**src/rtl/alu_regs.vh**
```
/*
  Constants of the 8-bit arithmetic and logic datapath: operation codes,
  operand forms, widths and reset values.
  Assumes it is included by the datapath module only, by its bare name.
*/
// Operation
// - Rotate right through carry, old carry to bit7
// - Arithmetic right shift keeps bit7, bit0 to carry
// - Ones complement, only zero flag changes
// - Twos complement, carry set when result zero
// - Complement plus carry, carry when zero and carry
// - Increment, carry set when result wraps zero
// - Increment by carry, carry when zero and carry
// - Decrement, carry cleared when result is FF
// - Decrement with borrow, clear on FF without carry
// - AND of sources, only zero flag, all forms
// - OR of sources, only zero flag changes
// - XOR of sources, only zero flag changes
// - Add, carry set on unsigned overflow
// - Add with carry, chainable unsigned carry out
// - Direct subtract, carry cleared on underflow
// - Direct subtract with borrow, same operand order
// - Swapped subtract, reverse order, carry on no-underflow
// - Swapped subtract with borrow, carry cleared on underflow
// - Memory form reads operand, writes register and accumulator
// - Zero flag follows accumulator after updating operations
// - Overflow flag marks signed range overflow
`ifndef ALU_REGS_VH
`define ALU_REGS_VH

// Data and address widths
`define ALU_DATA_W 8
`define ALU_ADDR_W 16

// Operation codes on OPCODE
`define ALU_OP_ROTR_CARRY 5'h00
`define ALU_OP_SHIFT_ARITH 5'h01
`define ALU_OP_ONES_COMPLEMENT 5'h02
`define ALU_OP_TWOS_COMPLEMENT 5'h03
`define ALU_OP_COMPLEMENT_WITH_CARRY 5'h04
`define ALU_OP_INCREMENT 5'h05
`define ALU_OP_INCREMENT_CARRY 5'h06
`define ALU_OP_DECREMENT 5'h07
`define ALU_OP_DECREMENT_BORROW 5'h08
`define ALU_OP_AND 5'h09
`define ALU_OP_OR 5'h0A
`define ALU_OP_XOR 5'h0B
`define ALU_OP_ADD 5'h0C
`define ALU_OP_ADD_CARRY 5'h0D
`define ALU_OP_SUB_DIRECT 5'h0E
`define ALU_OP_SUB_DIRECT_BORROW 5'h0F
`define ALU_OP_SUB_SWAP 5'h10
`define ALU_OP_SUB_SWAP_BORROW 5'h11

// Operand forms on FORM
`define ALU_FORM_THREE_REG 3'h0
`define ALU_FORM_TWO_REG 3'h1
`define ALU_FORM_ONE_REG 3'h2
`define ALU_FORM_IMMEDIATE 3'h3
`define ALU_FORM_MEMORY 3'h4

// Reset values
`define ALU_RST_DATA 8'h00
`define ALU_RST_FLAG 1'b0
`define ALU_RST_OP 5'h00
`define ALU_RST_ADDR 16'h0000

`endif

```
**src/rtl/alu_core.v**
```verilog
/*
  Eight-bit arithmetic and logic datapath with its carry, overflow and zero
  flags, the accumulator and a small sequencer for memory operands.
  Assumes the instruction decoder on the same clock holds OPCODE, FORM and
  the operands steady in the cycle of START, and that data memory answers
  MEM_RD with MEM_RDATA valid in the cycle after MEM_RD is high.
*/
`timescale 1ns/1ps
`default_nettype none
`include "alu_regs.vh"

module alu_core (
  input  wire        CORE_CLK,
  input  wire        ARST_N,
  input  wire        START,
  input  wire [4:0]  OPCODE,
  input  wire [2:0]  FORM,
  input  wire [7:0]  REG_A,
  input  wire [7:0]  REG_B,
  input  wire [7:0]  IMM_DATA,
  input  wire [15:0] EADDR,
  input  wire [7:0]  MEM_RDATA,
  output reg         MEM_RD,
  output reg  [15:0] MEM_ADDR,
  output reg  [7:0]  ACC,
  output reg  [7:0]  DEST_DATA,
  output reg         DEST_WE,
  output reg         FLAG_C,
  output reg         FLAG_V,
  output reg         FLAG_Z,
  output wire        BUSY,
  output reg         DONE,
  output reg         BAD_OP
);

  // Sequencer states. EXEC is the single write cycle of every form, so
  // results and flags always change at one and the same edge.
  localparam [1:0] ST_IDLE = 2'b00;
  localparam [1:0] ST_MEM  = 2'b01;
  localparam [1:0] ST_CAP  = 2'b10;
  localparam [1:0] ST_EXEC = 2'b11;

  reg  [1:0]  state;
  reg  [1:0]  next_state;
  reg  [4:0]  op_q;
  reg  [2:0]  form_q;
  reg  [7:0]  rega_q;
  reg  [7:0]  regb_q;
  reg  [7:0]  imm_q;
  reg  [7:0]  mem_q;

  // Operand routing results
  reg  [7:0]  left;
  reg  [7:0]  right;
  reg  [7:0]  src;

  // Compute results
  reg  [7:0]  next_res;
  reg         next_c;
  reg         next_v;
  reg         upd_cv;
  reg         op_ok;
  reg  [9:0]  sum;

  // One adder serves every arithmetic operation; returns {v, carry, sum}.
  // Overflow is the usual two's complement test on the operands added.
  function [9:0] alu_add;
    input [7:0] a;
    input [7:0] b;
    input       cin;
    reg   [8:0] s;
    begin
      s = {1'b0, a} + {1'b0, b} + {8'h00, cin};
      alu_add = {(a[7] == b[7]) && (s[7] != a[7]), s[8], s[7:0]};
    end
  endfunction

  // Memory-operand decode, shared by the sequencer and the capture stage
  // so that both always agree on which requests fetch from memory.
  function is_mem_form;
    input [2:0] f;
    begin
      is_mem_form = (f == `ALU_FORM_MEMORY);
    end
  endfunction

  // Busy straight from the state: a START in the answer cycle is taken,
  // which gives the decoder back-to-back requests without a gap.
  assign BUSY = (state != ST_IDLE);

  // Operand order per form: direct subtract is left minus right.
  // Three registers: reg2 - reg3; two registers: reg2 - reg1;
  // immediate: data - reg; memory: memory - reg.
  always @* begin
    right = regb_q;
    case (form_q)
      `ALU_FORM_THREE_REG: begin
        left = rega_q;
        src  = rega_q;
      end
      `ALU_FORM_TWO_REG: begin
        left = rega_q;
        src  = rega_q;
      end
      `ALU_FORM_ONE_REG: begin
        left = rega_q;
        src  = regb_q;
      end
      `ALU_FORM_IMMEDIATE: begin
        left = imm_q;
        src  = regb_q;
      end
      `ALU_FORM_MEMORY: begin
        left = mem_q;
        src  = mem_q;
      end
      default: begin
        left = rega_q;
        src  = rega_q;
      end
    endcase
  end

  // Operation decode. Carry and overflow keep their value unless upd_cv.
  // Every arithmetic case goes through the one adder; a borrow is handled
  // as an inverted operand plus carry, so carry out means "no borrow".
  always @* begin
    next_res = 8'h00;
    next_c   = FLAG_C;
    next_v   = FLAG_V;
    upd_cv   = 1'b1;
    op_ok    = 1'b1;
    sum      = 10'h000;
    case (op_q)
      `ALU_OP_ROTR_CARRY: begin
        next_res = {FLAG_C, src[7:1]};
        next_c   = src[0];
        next_v   = FLAG_C ^ src[7];                      // Sign changed by the rotate
      end
      `ALU_OP_SHIFT_ARITH: begin
        next_res = {src[7], src[7:1]};
        next_c   = src[0];
        next_v   = 1'b0;                                 // Sign always kept
      end
      `ALU_OP_ONES_COMPLEMENT: begin
        next_res = ~src;
        upd_cv   = 1'b0;
      end
      `ALU_OP_TWOS_COMPLEMENT: begin
        sum = alu_add(~src, 8'h00, 1'b1);                // Carry out means result zero
      end
      `ALU_OP_COMPLEMENT_WITH_CARRY: begin
        sum = alu_add(~src, 8'h00, FLAG_C);
      end
      `ALU_OP_INCREMENT: begin
        sum = alu_add(src, 8'h00, 1'b1);                 // Carry out on wrap to zero
      end
      `ALU_OP_INCREMENT_CARRY: begin
        sum = alu_add(src, 8'h00, FLAG_C);
      end
      `ALU_OP_DECREMENT: begin
        sum = alu_add(src, 8'hFF, 1'b0);                 // No carry only when result is FF
      end
      `ALU_OP_DECREMENT_BORROW: begin
        sum = alu_add(src, 8'hFF, FLAG_C);               // src - (1 - C)
      end
      `ALU_OP_AND: begin
        next_res = left & right;
        upd_cv   = 1'b0;
      end
      `ALU_OP_OR: begin
        next_res = left | right;
        upd_cv   = 1'b0;
      end
      `ALU_OP_XOR: begin
        next_res = left ^ right;
        upd_cv   = 1'b0;
      end
      `ALU_OP_ADD: begin
        sum = alu_add(left, right, 1'b0);
      end
      `ALU_OP_ADD_CARRY: begin
        sum = alu_add(left, right, FLAG_C);
      end
      `ALU_OP_SUB_DIRECT: begin
        sum = alu_add(left, ~right, 1'b1);               // Carry out is "no borrow"
      end
      `ALU_OP_SUB_DIRECT_BORROW: begin
        sum = alu_add(left, ~right, FLAG_C);             // left - right - (1 - C)
      end
      `ALU_OP_SUB_SWAP: begin
        sum = alu_add(right, ~left, 1'b1);
      end
      `ALU_OP_SUB_SWAP_BORROW: begin
        sum = alu_add(right, ~left, FLAG_C);
      end
      default: begin
        op_ok  = 1'b0;
        upd_cv = 1'b0;
      end
    endcase
    // Arithmetic cases land here through the shared adder
    if (op_ok && upd_cv && (op_q != `ALU_OP_ROTR_CARRY) && (op_q != `ALU_OP_SHIFT_ARITH)) begin
      next_res = sum[7:0];
      next_c   = sum[8];
      next_v   = sum[9];
    end
  end

  // Sequencer: memory forms spend two extra cycles on the read so the
  // decoder never has to hold the operand itself.
  always @* begin
    next_state = state;
    case (state)
      ST_IDLE: begin
        if (START) begin
          if (is_mem_form(FORM)) begin
            next_state = ST_MEM;
          end else begin
            next_state = ST_EXEC;
          end
        end
      end
      ST_MEM: begin
        next_state = ST_CAP;
      end
      ST_CAP: begin
        next_state = ST_EXEC;
      end
      ST_EXEC: begin
        next_state = ST_IDLE;
      end
      default: begin
        next_state = ST_IDLE;
      end
    endcase
  end

  // Operand capture and memory strobe. START while busy is ignored.
  always @(posedge CORE_CLK or negedge ARST_N) begin
    if (!ARST_N) begin
      state    <= ST_IDLE;
      op_q     <= `ALU_RST_OP;
      form_q   <= `ALU_FORM_THREE_REG;
      rega_q   <= `ALU_RST_DATA;
      regb_q   <= `ALU_RST_DATA;
      imm_q    <= `ALU_RST_DATA;
      mem_q    <= `ALU_RST_DATA;
      MEM_RD   <= 1'b0;
      MEM_ADDR <= `ALU_RST_ADDR;
    end else begin
      state  <= next_state;
      // Strobe is a one-cycle pulse; the address stays for the next read
      MEM_RD <= 1'b0;
      if ((state == ST_IDLE) && START) begin
        op_q   <= OPCODE;
        form_q <= FORM;
        rega_q <= REG_A;
        regb_q <= REG_B;
        imm_q  <= IMM_DATA;
        if (is_mem_form(FORM)) begin
          MEM_RD   <= 1'b1;
          MEM_ADDR <= EADDR;
        end
      end
      // Memory answers one cycle after the strobe; a slower memory would
      // need a wait input here, which this block does not offer.
      if (state == ST_CAP) begin
        mem_q <= MEM_RDATA;
      end
    end
  end

  // Result write: accumulator, destination and flags together at one edge.
  // An unknown code writes nothing and reports BAD_OP with DONE.
  always @(posedge CORE_CLK or negedge ARST_N) begin
    if (!ARST_N) begin
      ACC       <= `ALU_RST_DATA;
      DEST_DATA <= `ALU_RST_DATA;
      DEST_WE   <= 1'b0;
      FLAG_C    <= `ALU_RST_FLAG;
      FLAG_V    <= `ALU_RST_FLAG;
      FLAG_Z    <= `ALU_RST_FLAG;
      DONE      <= 1'b0;
      BAD_OP    <= 1'b0;
    end else begin
      DEST_WE <= 1'b0;
      DONE    <= 1'b0;
      BAD_OP  <= 1'b0;
      if (state == ST_EXEC) begin
        DONE <= 1'b1;
        if (op_ok) begin
          ACC       <= next_res;
          DEST_DATA <= next_res;
          DEST_WE   <= 1'b1;
          FLAG_Z    <= (next_res == 8'h00);
          // Logic and ones complement leave carry and overflow alone
          if (upd_cv) begin
            FLAG_C <= next_c;
            FLAG_V <= next_v;
          end
        end else begin
          // Nothing is written, so a stray code cannot corrupt a chain
          BAD_OP <= 1'b1;
        end
      end
    end
  end

endmodule
`default_nettype wire

```
**config.mk**
```make
export PLATFORM = sky130hd
export DESIGN_NAME = alu_core
export DESIGN_NICKNAME = d
export VERILOG_FILES = /design/src/rtl/alu_core.v
export VERILOG_INCLUDE_DIRS = /design/src /design/src/rtl
export SDC_FILE = /design/constraint.sdc
export NUM_CORES = 1
export LEC_CHECK = 0
export BUFFER_PORTS_ARGS = -buffer_cell sky130_fd_sc_hd__buf_2
export CORE_MARGIN = 2
export CORE_UTILIZATION = 41
export DETAILED_ROUTE_END_ITERATION = 10
export HOLD_SLACK_MARGIN = 0.1
export PLACE_DENSITY = 0.64
export REMOVE_ABC_BUFFERS = 1
export SYNTH_ARGS = -nofsm -noshare
export SYNTH_HDL_FRONTEND = slang
export SYNTH_SLANG_ARGS = --single-unit
export TNS_END_PERCENT = 1
```
**constraint.sdc**
```tcl
create_clock -name CORE_CLK -period 7.9 [get_ports CORE_CLK]
set_clock_uncertainty 0.2 [all_clocks]
set_input_delay 1.185 -clock CORE_CLK [delete_from_list [all_inputs] [get_ports CORE_CLK]]
set_output_delay 1.185 -clock CORE_CLK [all_outputs]
set_load 0.01 [all_outputs]
```
==> metrics <==
outcome finished clean; post-detailed-route via-to-cell ratio 6.367; largest net degree at the start of global routing 74; Routed wire per std cell 21.45 um; Max stage delay on crit path 0.75 ns; Synth Warn # 0; hold_sp MEM_ADDR[6]; Slew @ Worst Pin 1.156 ns; number of antenna diodes 0; grt ovf 0; CTS buffer count 9; P&R area growth vs syn 11.10%; Initial Utilization 42.21%; critical path, cell by cell nor2b_1 -> nand2_1 -> o21ai_1 -> o221a_2 -> inv_1 -> ha_1 -> fa_1 -> a211oi_1 -> nor2_1 -> xnor2_1 -> a311oi_1 -> nor3_1 -> nand4b_1 -> a2111oi_0 -> nand3_1 -> o41ai_2; relative slew slack 21.95%; DIE AREA 0.01973 mm^2; Max clock buf depth 2; Synth Register Bits 73; max-slew violation count 0; Synth area leaders dfrtp_1 24%, ha_1 8.5%, mux2_2 7.4%; Clock Tree Root clkbuf_16; Mapped Cells just over 900; Placed Instances 1201; CP arrival 5.60 ns; crit share post-route ~70%; IO Count 99; Post-CTS Resized 0; setup violators final 0; port bufs 98; number of synthesized flops with an enable pin 0; ANT nets after route 0; Post-CTS Repair Setup Buffers 0; Min Clock Period, post-route between 5 and 6 ns; final hold violations 0; vias in the first global route ~7300; worst skew pair latency ~0.35 ns; Worst Setup Start Kind flop; FP Rows a little under 50; antenna violations before repair 0; Mapped Area 0.007634 mm^2; post-layout util 46.89%; Worst path top cell family by delay compound AO/OA/AOI/OAI gates; Chip Width ~140 um; final net count 1097; WP data required 7.95 ns; GRT Util Overall between 20% and 30%; ys flop type dfrtp_1; hold crit path type reg -> reg; Core Region 0.01809 mm^2; first-pass GRT wire length approximately 41000 um; Cell Count, Final, Fillers Out 1217; H-tree depth 3; 1st-pass router iterations 6; crit end category flop; CTS Hold Bufs 0; post-synthesis sequential area ratio 23.93%; mean post-synth cell area 8.244 um^2; Fin Setup TNS 0 ns; max-cap violations 0; crit path kind reg -> reg; CTS tree done; Max Fclk 180.2 MHz; Synth cell types between 90 and 100; RSZ-0062 raised after global routing no; Routed Wire Length 26100 um; Synth top cells by count 124 x nand2_1, 73 x dfrtp_1, 52 x ha_1; worst r2r src form_q[2]; Buf/Inv on CP 1; die height 140.5 um; top cell type's share of synthesized area 23.93%; Post-route DRC 0; Placer Congestion 0.9989; CP max FO 24; Post-synth ARST share between 90% and 100%; Clock transition at path regs 0.07 ns; via count 7749; clock sinks 73; final instance area roughly 0.0085 mm^2; origin of the worst setup path form_q[2]; DR iter-0 viols 938; layout cell share with drive strength beyond 1 21.05%; leading cell type by number of instances after synthesis nand2_1; area leader, netlist dfrtp_1; Area after DPL 0.008162 mm^2; slowest CP cell a2111oi_0; detailed placement HPWL 19550 um
-- worst register-to-register path, stage by stage (launching register included) --
cell and delay, ns:
dfrtp_1 0.65, nor2b_1 0.44, nand2_1 0.09, o21ai_1 0.32
o221a_2 0.34, inv_1 0.07, ha_1 0.21, fa_1 0.43
a211oi_1 0.46, nor2_1 0.21, xnor2_1 0.28, a311oi_1 0.10
nor3_1 0.23, nand4b_1 0.19, a2111oi_0 0.75, nand3_1 0.19
o41ai_2 0.30
-- cell type report --
type	instances	area (um^2)
Clock buffer	10	229.0
Clock inverter	6	90.09
Fill cell	1749	9605
Inverter	46	172.7
Multi-Input combinational cell	748	5330
Sequential cell	73	1827
Tap cell	229	286.5
Timing Repair Buffer	105	545.5
-- sequential cells by signal, indices dropped and copies added, names as in the netlist, 2 cells and up --
signal and flops:
MEM_ADDR 16, DEST_DATA 8, imm_q 8, mem_q 8, rega_q 8, regb_q 8
op_q 5, form_q 3, state 2
-- through the flow --
stage / hold slack (ns) / setup slack (ns)
final: 0.2699 / 2.352
after global routing: 0.2960 / 2.005
after CTS: 0.2722 / 2.472
after detailed placement: 0.2562 / 2.522
after global placement: 0.2524 / 2.515
after floorplan: 0.2806 / 3.043
-- cell families (layout without fill, tap and decap cells) --
logic type | after synthesis | count (layout) | share of synthesized area, %
xor+xnor | 40 | 40 | 4.688
fa+ha+maj | 55 | 55 | 9.310
flops | 73 | 73 | 23.93
buf+inv | 105 | 167 | 6.245
simple gates | 354 | 354 | 23.46
compound gates | 230 | 230 | 22.34
mux | 69 | 69 | 10.03
-- layout by cell type (no fill, tap or decap), types with 8 or more instances in the layout --
cell       netlist  final
ha_1            52     52
and2_1           9      9
nand3_1         29     29
a211oi_1         9      9
a31oi_1          9      9
nand4_1         12     12
or3_1            8      8
and3_1           8      8
buf_2            9     97
o21ai_0         47     47
dfrtp_1         73     73
nand2_1        124    124
o221a_2         10     10
xnor2_1         31     31
inv_1           43     43
a21oi_1         35     35
buf_4            9      8
mux2i_1         18     18
nand2b_1        16     16
nor4_1          15     15
nor3_1          33     33
a22oi_1         12     12
mux2_2          50     50
nor2b_1         15     15
o22ai_1         10     10
nor2_1          48     48
xor2_1           8      8
clkbuf_16        0      9
-- path summary, 6_finish.rpt --
path	endpoint	slack, ns	cells past startpoint
setup / recovery	FLAG_Z	2.35	16
hold / removal	MEM_ADDR[6]	0.27	2
setup reg to reg	FLAG_Z	2.35	16
hold reg to reg	MEM_ADDR[6]	0.27	2
max in group asynchronous	regb_q[4]	6.11	1
min in group asynchronous	MEM_ADDR[12]	0.78	1
-- routing by layer --
metal | up-vias | part of all wire (%) | global-route usage, %
met4 | 0 | 5.3 | 12.32
met3 | 107 | 9.0 | 5.265
li1 | 3523 | - | -
met5 | - | 0 | 0
met1 | 3651 | 42 | 35.99
met2 | 468 | 44 | 40.76
Power is left out: the tool's default activity adds up to more than one toggle a clock period on the data nets, which glitch-free logic cannot reach.
